--- config.mk ---
export PLATFORM = sky130hd
export DESIGN_NAME = cpualu_core
export DESIGN_NICKNAME = d
export VERILOG_FILES = /design/src/verilog/cpualu_pkg.sv /design/src/verilog/cpualu_core.sv /design/src/verilog/cpualu_file_ram.sv
export VERILOG_INCLUDE_DIRS = /design/src /design/src/verilog
export SDC_FILE = /design/constraint.sdc
export NUM_CORES = 1
export LEC_CHECK = 0
export BUFFER_PORTS_ARGS = -buffer_cell sky130_fd_sc_hd__buf_2
export CAP_MARGIN = 10
export CORE_ASPECT_RATIO = 0.75
export CORE_MARGIN = 2
export CORE_UTILIZATION = 55
export DETAILED_ROUTE_END_ITERATION = 10
export HOLD_SLACK_MARGIN = 0.06
export PLACE_DENSITY = 0.71
export SLEW_MARGIN = 20
export SYNTH_ARGS = -nofsm -noshare
export SYNTH_HDL_FRONTEND = slang
export SYNTH_SLANG_ARGS = --single-unit
--- constraint.sdc ---
create_clock -name sys_clk -period 12 [get_ports sys_clk]
set_clock_uncertainty 0.2 [all_clocks]
set_input_delay 0.6 -clock sys_clk [delete_from_list [all_inputs] [get_ports sys_clk]]
set_output_delay 0.6 -clock sys_clk [all_outputs]
set_load 0.05 [all_outputs]
--- src/verilog/cpualu_params.svh ---
// constants for the cpu alu instruction subset
`ifndef CPUALU_PARAMS_SVH
`define CPUALU_PARAMS_SVH
`define CPUALU_DATA_W      8
`define CPUALU_ADDR_W      7
`define CPUALU_ACC_RST     8'h00
`define CPUALU_DIR_RST     8'hFF
`define CPUALU_DIR_SEL_A   7'h05
`define CPUALU_DIR_SEL_B   7'h06
`define CPUALU_DIR_SEL_C   7'h07
`define CPUALU_WDOG_CLR    8'h00
`define CPUALU_PRESC_CLR   8'h00
`endif

--- src/verilog/cpualu_pkg.sv ---
// types for the cpu alu instruction subset
package cpualu_pkg;
    typedef enum logic [3:0] {
        CPUALU_OP_NONE,
        CPUALU_OP_ROTATE_RIGHT_THROUGH_CARRY,
        CPUALU_OP_SUBTRACT_ACC_FROM_LITERAL,
        CPUALU_OP_SUBTRACT_ACC_FROM_REGISTER,
        CPUALU_OP_SUBTRACT_WITH_BORROW,
        CPUALU_OP_NIBBLE_SWAP,
        CPUALU_OP_DIRECTION_LOAD,
        CPUALU_OP_XOR_LITERAL,
        CPUALU_OP_XOR_REGISTER,
        CPUALU_OP_SLEEP
    } cpualu_op_t;
    typedef enum logic [1:0] {
        CPUALU_ST_IDLE,
        CPUALU_ST_READ,
        CPUALU_ST_SLEEP
    } cpualu_state_t;
endpackage : cpualu_pkg
--- src/verilog/cpualu_core.sv ---
// cpu alu executing a subset of the 8-bit instruction set
// Operation
// [RQ1] rotate right moves the addressed register one bit right through carry, old carry into bit 7.
// [RQ2] a destination bit of 0 sends the result to the accumulator, 1 back to the register.
// [RQ3] subtract from literal puts literal minus accumulator into the accumulator and updates C, DC and Z.
// [RQ4] after it carry is set when accumulator <= literal and digit carry when low nibbles compare likewise.
// [RQ5] subtract from register computes register minus accumulator, routed by the destination bit, flags updated.
// [RQ6] after it carry is set when accumulator <= register and digit carry likewise on low nibbles.
// [RQ7] subtract with borrow computes register minus accumulator minus the inverted carry, routed, flags updated.
// [RQ8] nibble swap exchanges the register nibbles, routes the result and leaves all flags alone.
// [RQ9] direction load copies the accumulator to port A, B or C direction for operand 5, 6 or 7, no flags.
// [RQ10] xor literal puts accumulator xor literal into the accumulator and updates only zero.
// [RQ11] xor register puts accumulator xor register where the destination bit says and updates only zero.
// [RQ12] sleep clears the watchdog counter and prescaler, sets the timeout flag and clears the powerdown flag.
// [RQ13] after sleep the oscillator stops and execution is suspended.
// [RQ14] an affected zero flag is set exactly when the 8-bit result is zero.
`timescale 1ns/1ps
`include "cpualu_params.svh"
module cpualu_core
    import cpualu_pkg::*;
#(
    parameter int DATA_W = `CPUALU_DATA_W,
    parameter int ADDR_W = `CPUALU_ADDR_W
) (
    input  wire logic              sys_clk,
    input  wire logic              sys_rst,
    input  wire logic              instrValid,
    input  cpualu_op_t             instrOp,
    input  wire logic [ADDR_W-1:0] instrAddr,
    input  wire logic              instrDest,
    input  wire logic [DATA_W-1:0] instrLiteral,
    input  wire logic              wakeEvent,
    output logic                   instrReady,
    output logic                   instrDone,
    output logic      [DATA_W-1:0] accOut,
    output logic                   carryFlag,
    output logic                   digitCarryFlag,
    output logic                   zeroFlag,
    output logic                   timeoutFlag,
    output logic                   powerdownFlag,
    output logic      [DATA_W-1:0] portADirection,
    output logic      [DATA_W-1:0] portBDirection,
    output logic      [DATA_W-1:0] portCDirection,
    output logic                   watchdogClear,
    output logic                   prescalerClear,
    output logic                   oscStop
);
    // ==========================================================
    // request capture and sequencing
    cpualu_state_t     state_reg;
    cpualu_op_t        op_reg;
    logic [ADDR_W-1:0] addr_reg;
    logic              dest_reg;
    logic [DATA_W-1:0] lit_reg;
    logic [DATA_W-1:0] fileData;
    logic              fileWrEn;
    logic [DATA_W-1:0] result;
    logic              resC;
    logic              resDc;
    logic              execStep;

    assign execStep = (state_reg == CPUALU_ST_READ);

    always_ff @(posedge sys_clk) begin
        if (sys_rst) begin
            state_reg <= CPUALU_ST_IDLE;
        end else begin
            case (state_reg)
                CPUALU_ST_IDLE: begin
                    if (instrValid) begin
                        state_reg <= CPUALU_ST_READ;
                    end
                end
                CPUALU_ST_READ: begin
                    if (op_reg == CPUALU_OP_SLEEP) begin
                        state_reg <= CPUALU_ST_SLEEP; // RQ13
                    end else begin
                        state_reg <= CPUALU_ST_IDLE;
                    end
                end
                CPUALU_ST_SLEEP: begin
                    if (wakeEvent) begin
                        state_reg <= CPUALU_ST_IDLE;
                    end
                end
                default: begin
                    state_reg <= CPUALU_ST_IDLE;
                end
            endcase
        end
    end

    always_ff @(posedge sys_clk) begin
        if (sys_rst) begin
            op_reg   <= CPUALU_OP_NONE;
            addr_reg <= '0;
            dest_reg <= 1'b0;
            lit_reg  <= '0;
        end else if (state_reg == CPUALU_ST_IDLE && instrValid) begin
            op_reg   <= instrOp;
            addr_reg <= instrAddr;
            dest_reg <= instrDest;
            lit_reg  <= instrLiteral;
        end
    end

    always_ff @(posedge sys_clk) begin
        if (sys_rst) begin
            instrReady <= 1'b0;
            instrDone  <= 1'b0;
            oscStop    <= 1'b0;
        end else begin
            instrReady <= (state_reg == CPUALU_ST_IDLE && !instrValid) || (state_reg == CPUALU_ST_READ
                          && op_reg != CPUALU_OP_SLEEP) || (state_reg == CPUALU_ST_SLEEP && wakeEvent);
            instrDone  <= execStep;
            oscStop    <= (execStep && op_reg == CPUALU_OP_SLEEP)
                          || (state_reg == CPUALU_ST_SLEEP && !wakeEvent); // RQ13
        end
    end

    // ==========================================================
    // data memory
    cpualu_file_ram #(
        .ADDR_W (ADDR_W),
        .DATA_W (DATA_W)
    ) u_file_ram (
        .sys_clk (sys_clk),
        .wrEn    (fileWrEn),
        .wrAddr  (addr_reg),
        .wrData  (result),
        .rdAddr  (instrAddr),
        .rdData  (fileData)
    );

    // ==========================================================
    // arithmetic
    always_comb begin
        logic [DATA_W:0] diff;
        logic [4:0]      nib;
        logic            borrow;
        diff   = '0;
        nib    = '0;
        borrow = ~carryFlag;
        result = accOut;
        resC   = carryFlag;
        resDc  = digitCarryFlag;
        case (op_reg)
            CPUALU_OP_ROTATE_RIGHT_THROUGH_CARRY: begin
                result = {carryFlag, fileData[DATA_W-1:1]}; // RQ1
                resC   = fileData[0]; // RQ1
            end
            CPUALU_OP_SUBTRACT_ACC_FROM_LITERAL: begin
                diff   = {1'b0, lit_reg} - {1'b0, accOut}; // RQ3
                nib    = {1'b0, lit_reg[3:0]} - {1'b0, accOut[3:0]};
                result = diff[DATA_W-1:0];
                resC   = ~diff[DATA_W]; // RQ4
                resDc  = ~nib[4]; // RQ4
            end
            CPUALU_OP_SUBTRACT_ACC_FROM_REGISTER: begin
                diff   = {1'b0, fileData} - {1'b0, accOut}; // RQ5
                nib    = {1'b0, fileData[3:0]} - {1'b0, accOut[3:0]};
                result = diff[DATA_W-1:0];
                resC   = ~diff[DATA_W]; // RQ6
                resDc  = ~nib[4]; // RQ6
            end
            CPUALU_OP_SUBTRACT_WITH_BORROW: begin
                diff   = {1'b0, fileData} - {1'b0, accOut} - {{DATA_W{1'b0}}, borrow}; // RQ7
                nib    = {1'b0, fileData[3:0]} - {1'b0, accOut[3:0]} - {4'h0, borrow};
                result = diff[DATA_W-1:0];
                resC   = ~diff[DATA_W];
                resDc  = ~nib[4];
            end
            CPUALU_OP_NIBBLE_SWAP: begin
                result = {fileData[3:0], fileData[7:4]}; // RQ8
            end
            CPUALU_OP_XOR_LITERAL: begin
                result = accOut ^ lit_reg; // RQ10
            end
            CPUALU_OP_XOR_REGISTER: begin
                result = accOut ^ fileData; // RQ11
            end
            default: begin
                result = accOut;
            end
        endcase
    end

    // ==========================================================
    // destination routing
    logic toAcc;
    logic toFile;
    logic regOp;
    logic zeroOp;

    assign regOp  = (op_reg == CPUALU_OP_ROTATE_RIGHT_THROUGH_CARRY) || (op_reg == CPUALU_OP_SUBTRACT_ACC_FROM_REGISTER)
                    || (op_reg == CPUALU_OP_SUBTRACT_WITH_BORROW) || (op_reg == CPUALU_OP_NIBBLE_SWAP)
                    || (op_reg == CPUALU_OP_XOR_REGISTER);
    assign toFile = execStep && regOp && dest_reg; // RQ2
    assign toAcc  = execStep && ((regOp && !dest_reg) || (op_reg == CPUALU_OP_SUBTRACT_ACC_FROM_LITERAL)
                    || (op_reg == CPUALU_OP_XOR_LITERAL)); // RQ2
    assign fileWrEn = toFile;
    assign zeroOp = (op_reg == CPUALU_OP_SUBTRACT_ACC_FROM_LITERAL) || (op_reg == CPUALU_OP_SUBTRACT_ACC_FROM_REGISTER)
                    || (op_reg == CPUALU_OP_SUBTRACT_WITH_BORROW) || (op_reg == CPUALU_OP_XOR_LITERAL)
                    || (op_reg == CPUALU_OP_XOR_REGISTER);

    always_ff @(posedge sys_clk) begin
        if (sys_rst) begin
            accOut <= `CPUALU_ACC_RST;
        end else if (toAcc) begin
            accOut <= result;
        end
    end

    // ==========================================================
    // status flags
    always_ff @(posedge sys_clk) begin
        if (sys_rst) begin
            carryFlag      <= 1'b0;
            digitCarryFlag <= 1'b0;
            zeroFlag       <= 1'b0;
        end else if (execStep) begin
            if (op_reg == CPUALU_OP_ROTATE_RIGHT_THROUGH_CARRY) begin
                carryFlag <= resC;
            end else if (op_reg == CPUALU_OP_SUBTRACT_ACC_FROM_LITERAL
                         || op_reg == CPUALU_OP_SUBTRACT_ACC_FROM_REGISTER
                         || op_reg == CPUALU_OP_SUBTRACT_WITH_BORROW) begin
                carryFlag      <= resC;
                digitCarryFlag <= resDc;
            end
            if (zeroOp) begin
                zeroFlag <= (result == '0); // RQ14
            end
        end
    end

    always_ff @(posedge sys_clk) begin
        if (sys_rst) begin
            timeoutFlag    <= 1'b1;
            powerdownFlag  <= 1'b1;
            watchdogClear  <= 1'b0;
            prescalerClear <= 1'b0;
        end else begin
            watchdogClear  <= execStep && op_reg == CPUALU_OP_SLEEP; // RQ12
            prescalerClear <= execStep && op_reg == CPUALU_OP_SLEEP; // RQ12
            if (execStep && op_reg == CPUALU_OP_SLEEP) begin
                timeoutFlag   <= 1'b1; // RQ12
                powerdownFlag <= 1'b0; // RQ12
            end
        end
    end

    // ==========================================================
    // port direction registers
    always_ff @(posedge sys_clk) begin
        if (sys_rst) begin
            portADirection <= `CPUALU_DIR_RST;
            portBDirection <= `CPUALU_DIR_RST;
            portCDirection <= `CPUALU_DIR_RST;
        end else if (execStep && op_reg == CPUALU_OP_DIRECTION_LOAD) begin
            if (addr_reg == `CPUALU_DIR_SEL_A) begin
                portADirection <= accOut; // RQ9
            end else if (addr_reg == `CPUALU_DIR_SEL_B) begin
                portBDirection <= accOut; // RQ9
            end else if (addr_reg == `CPUALU_DIR_SEL_C) begin
                portCDirection <= accOut; // RQ9
            end
        end
    end
endmodule : cpualu_core

--- src/verilog/cpualu_file_ram.sv ---
// data memory of the cpu alu with registered read data
`timescale 1ns/1ps
module cpualu_file_ram #(
    parameter int ADDR_W = 7,
    parameter int DATA_W = 8
) (
    input  wire logic              sys_clk,
    input  wire logic              wrEn,
    input  wire logic [ADDR_W-1:0] wrAddr,
    input  wire logic [DATA_W-1:0] wrData,
    input  wire logic [ADDR_W-1:0] rdAddr,
    output logic      [DATA_W-1:0] rdData
);
    logic [DATA_W-1:0] mem [0:(1<<ADDR_W)-1];

    always_ff @(posedge sys_clk) begin
        if (wrEn) begin
            mem[wrAddr] <= wrData;
        end
    end

    always_ff @(posedge sys_clk) begin
        rdData <= mem[rdAddr];
    end
endmodule : cpualu_file_ram

==> results of run 1 <==
==> repair_timing <==
item | 4_1_cts | 5_1_grt
hold buffers | 14 | 0
hold endpoints to repair | 14 | 0
buffers inserted | 0 | 0
gates resized for setup | 0 | 0
==> metal layers <==
metal,part of all wire,track usage
met5,0.00049,0
met4,0.022,0.0631
met3,0.12,0.0935
met2,0.45,0.370
met1,0.41,0.383
==> cell type report <==
class | instances | area, um^2 | share of cell area
sequential | 1094 | 32200 | 0.663
multi-input combinational | 900 | 10900 | 0.224
clock buffer | 132 | 2760 | 0.0568
tap | 1046 | 1310 | 0.0270
timing repair buffer | 125 | 851 | 0.0175
clock inverter | 52 | 467 | 0.00962
inverter | 23 | 91.3 | 0.00188
antenna | 1 | 2.50 | 0.0000516
==> placed cells by master (no fill, tap or decap), drive strengths merged, types with 14 or more instances in the layout <==
| master | synthesis | routed |
|---|---|---|
| edfxtp | 1024 | 1024 |
| mux4 | 336 | 336 |
| nor2 | 173 | 173 |
| clkbuf | 65 | 132 |
| buf | 49 | 111 |
| nand2 | 110 | 110 |
| dfxtp | 70 | 70 |
| a21oi | 42 | 42 |
| clkinv | 1 | 37 |
| mux2i | 36 | 36 |
| inv | 22 | 25 |
| ha | 18 | 18 |
| nand3 | 17 | 17 |
| o21ai | 16 | 16 |
| dlygate4sd3 | 0 | 14 |
==> Yosys cell counts, types with 6 or more instances <==
master and number:
a21oi_1 42, xor2_1 6, nor3_1 12, buf_4 6, a211oi_1 6, nor2b_1 12
ha_1 18, o211ai_1 7, nand2_1 110, mux2_2 12, clkbuf_1 65, nand2b_1 8
nand3_1 17, buf_1 18, dfxtp_1 70, o21ai_0 16, edfxtp_1 1024, mux4_2 336
mux2i_1 36, nor2_1 173, buf_2 23, xnor2_1 11, inv_1 22
==> path summary, 6_finish.rpt <==
kind / cells after the start / end / from / slack, ps
min: 4 / instrReady / instrValid / 200
max reg2reg: 11 / u_file_ram.mem[122][5] / accOut[0] / 7170
max: 11 / u_file_ram.mem[122][5] / accOut[0] / 7170
min reg2reg: 2 / portBDirection[6] / portBDirection[6] / 270
==> power breakdown <==
group	internal (mW)	switching [mW]
Clock	1.77	1.38
Sequential	4.35	0.0219
Combinational	0.213	0.472
==> kinds of logic after synthesis <==
family,after synthesis,synth area share
AO/OA/AOI/OAI,119,0.0180
XOR/XNOR,17,0.00342
other,1,0.0000862
flip-flops,1094,0.739
adder cells (fa/ha/maj),20,0.00609
multiplexers,384,0.185
buffers and inverters,137,0.0133
AND/OR/NAND/NOR,359,0.0352
==> stage by stage <==
step / std cells / cell area (um^2) / hold slack, ps
floorplan: 2131 / 43500 / 249
global placement: 3173 / 45100 / 245
detailed placement: 3173 / 45100 / 258
CTS: 3371 / 48500 / 169
global route: 3372 / 48500 / 186
finish: 3373 / 48500 / 203
==> critical path: stages, from the launching register on <==
cell      delay, ps
dfxtp_1         440
ha_1            290
fa_1            420
nand2b_1        180
a21oi_1         330
xnor2_1         240
nor3_1          620
xnor2_1         190
a21oi_1         120
o21ai_4         100
buf_4           560
buf_4           710
==> impl_metrics.ini, run 1 <==
[die]
core_um2 = 78500
io_pins = 66
die_x_um = 329
rows = 89
die_y_um = 248
initial_core_util = 0.554
die_area_um2 = 81400

[finish]
drive_gt1_frac = 0.272
largest_reg_flops = 1024
num-nets-final = 2287
nFillCells = 5347
top_register = u_file_ram.mem
final_core_util = 0.618
syn2layout_area_growth_pct = 11.4

[critical_path]
critical_path_class = flop to flop
startpoint_type = flop
arrival_ps = 4990
cp_max_fo = 72
crit_path_end_kind = flop
crit_required_ps = 12160

[timing]
tns_ps = 0
setup_viol = 0
grt_setup_unrepaired = no
fmax_mhz = 207
min_period_ps = 4830
tightest_slew_ps = 1170
layout_setup_ws_ps = 7170
finalCritPeriodShare = 0.402
final-max-slew-violation-count = 0
relSlewSlack = 0.221
hold_viol_final = 0

[hold_path]
min_path_type = input pin to flop

[clock_network]
htree_levels = 3
clk_latency_ps = 680
clockBufferDepth = 3
clock-sinks = 1094
cts-buffers-inserted = 99
path_clk_slew_ps = 60
cts_tree = built
cts_root_buf = clkbuf_16

[run]
maxCapViolCount = 0

[drt]
drt_pass1_iterations = 5
drtIter0Drc = 2726
post_drt_wl_per_cell_um = 30.5
vias = 21700
ant_nets = 0
vias_per_cell = 6.43
wl_um = 103000
drc = 0

[place]
io_buffers = 64
post-place-ws_ps = 6350
place_congestion = 0.899
dp_hpwl_um = 61900

[power_and_ir_drop]
p_leak_nw = 15.2
ir_drop_mv = 0.110
p_per_area_nw_per_um2 = 169
power_mw = 8.21

[synthesis]
yosysSeqAreaShare = 0.739
syn_avg_cell_area_um2 = 20.4
yosysTopAreaCellShare = 0.706
async_flop_share = 0
ys_ff_latch = 1094
synth_fp_nets = 2175
ys_types = 65
synth_edf_count = 1024
yosys.area.top_type = edfxtp_1
yosys-top-cells-area = edfxtp_1 71%, mux4_2 17%, dfxtp_1 3.2%, nor2_1 1.5%, nand2_1 0.95%
syn_area_um2 = 43500
synth_cells = 2131
ys_warn_count = 0
synth-main-ff-cell = edfxtp_1

[outcome]
outcome = completed

[grt]
grt_pass1_wl_um = 149000
grt_use_total = 0.258
grt_max_degree = 130
globalRoute.totalOverflow = 0
antenna_found_initial = 6
grt_pass1_vias = 21500
No activity file was read; power rests on OpenSTA's default activity.
==> run 2: changes to the inputs <==
==> constraint.sdc (replaced) <==
create_clock -name sys_clk -period 4.5 [get_ports sys_clk]
set_clock_uncertainty 0.2 [all_clocks]
set_input_delay 0.225 -clock sys_clk [delete_from_list [all_inputs] [get_ports sys_clk]]
set_output_delay 0.225 -clock sys_clk [all_outputs]
set_load 0.05 [all_outputs]
==> impl_metrics.ini, run 2 (synthesis gave the netlist of run 1 again) <==
[hold_path]
min_path_type = input pin to flop
hold_depth = 4

[critical_path]
arrival_ps = 4360
cp_max_fo = 59
crit_path_max_incr_delay_ps = 550
crit_slowest_cell = o32a_4
path_cells = ha_1 > fa_1 > nand2b_1 > a21oi_1 > xnor2_1 > nor3_1 > a31oi_1 > o21a_1 > o32a_4 > buf_4
r2r_cells = 10
crit_required_ps = 4690
critical_path_class = flop to flop
startpoint_type = flop
crit_path_end_kind = flop
cp_num_cells = 10
crit_buf_inv = 1
crit_family = compound AO/OA/AOI/OAI gates

[power_and_ir_drop]
ir_drop_mv = 0.392
swShare = 0.230
p_int_mw = 16.8
p_clk_frac = 0.379
pwr-share-comb = 0.088
seqPwrFrac = 0.533
p_leak_nw = 15.5
p_per_area_nw_per_um2 = 444
power.net_switching_mw = 5.02

[timing]
min_period_ps = 4170
hold_viol_final = 0
final-max-slew-violation-count = 0
setup_viol = 0
layout_setup_ws_ps = 330
finalCritPeriodShare = 0.927
grt_setup_unrepaired = no
fmax_mhz = 240
tightest_slew_ps = 1080
relSlewSlack = 0.275

[die]
io_pins = 66
initial_core_util = 0.554
die_area_um2 = 81400
die_y_um = 248
die_x_um = 329
rows = 89
core_um2 = 78500

[clock_network]
cts_root_buf = clkbuf_16
path_clk_slew_ps = 60
post_cts_buffers = 0
htree_levels = 3
cts_tree = built
clockBufferDepth = 3
cts_resized = 0
clk_latency_ps = 690
cts-buffers-inserted = 101
clock-sinks = 1094

[grt]
grt_use_total = 0.253
grt_max_degree = 130
globalRoute.totalOverflow = 0
grt_pass1_wl_um = 148000
antenna_found_initial = 4
grt_pass1_vias = 21400

[drt]
drt_pass1_iterations = 5
vias = 22000
post_drt_wl_per_cell_um = 29.4
wl_um = 101000
drc = 0
ant_nets = 0
vias_per_cell = 6.41
drtIter0Drc = 2827

[finish]
largest_reg_flops = 1024
final_core_util = 0.627
final_cell_area_um2 = 49200
final_common_cell = edfxtp_1
top_register = u_file_ram.mem
syn2layout_area_growth_pct = 13.1
num-nets-final = 2349
mostFrequentLayoutCells = 1024 x edfxtp_1, 336 x mux4_2, 171 x nor2_1, 110 x nand2_1, 102 x clkbuf_16
drive_gt1_frac = 0.272

[outcome]
outcome = completed

[place]
post_dp_cell_area_um2 = 45500
place_congestion = 0.905
post-place-ws_ps = 432
dp_hpwl_um = 62800
io_buffers = 64

[run]
maxCapViolCount = 0
[run 2: cell count changes in the layout (fill, tap and decap cells not counted), sizes merged]
cell	delta
dlygate4sd3	+37
buf	+23
clkbuf	-9
clkinv	+2
clkinvlp	+2
inv	+2
diode	+1
[run 2: tightest hold or removal path, delay by kind of cell]
family / cells / cell delay, ps
compound gates: 1 / 60
buf+inv: 2 / 510
simple gates: 1 / 90
[run 2: area by class of cell]
class | count | area [um^2]
fillers | 5325 | 29300
inverters | 23 | 92.6
well taps | 1046 | 1310
flip-flops and latches | 1094 | 32200
multi-input cells | 900 | 10900
diodes | 2 | 5.00
repair buffers | 185 | 1610
clock inverters | 58 | 532
clock buffers | 123 | 2640
[run 2: worst paths after layout]
kind,end,start,slack (ps)
worst min register to register,portCDirection[6],portCDirection[6],270
worst max-delay path,u_file_ram.mem[126][7],accOut[0],330
worst min-delay path,addr_reg[2],instrAddr[2],120
worst max register to register,u_file_ram.mem[126][7],accOut[0],330
[run 2: what timing repair did]
| action | 4_1_cts | 5_1_grt |
|---|---|---|
| hold buffers | 51 | 0 |
| setup endpoints to repair | 0 | 0 |
| endpoints found under the hold margin | 39 | 0 |
[run 2: through the flow]
step                      std cells  setup TNS (ps)  hold slack [ps]  power, mW
after floorplan                2131         -159030              154       13.0
after global placement         3196               0              249       13.7
after detailed placement       3197               0              256       13.8
after CTS                      3429               0             98.1       22.0
after global routing           3429               0              136       22.5
final                          3431               0              121       21.9
[run 2: power groups by stage]
stage	sequential [mW]	combinational (mW)	clock (mW)
2_1_floorplan	11.9	1.13	0
3_3_place_gp	11.9	1.83	0
3_5_place_dp	11.9	1.90	0
4_1_cts	11.6	1.94	8.39
5_1_grt	11.6	2.07	8.74
6_report	11.6	1.93	8.28
[run 2: routing by layer]
metal / track usage / up-vias / routed length, um
met4: 0.0614 / 0 / 2120
li1: - / 9112 / -
met5: 0 / - / 0
met3: 0.0444 / 159 / 8980
met2: 0.366 / 1071 / 45400
met1: 0.405 / 11700 / 44300
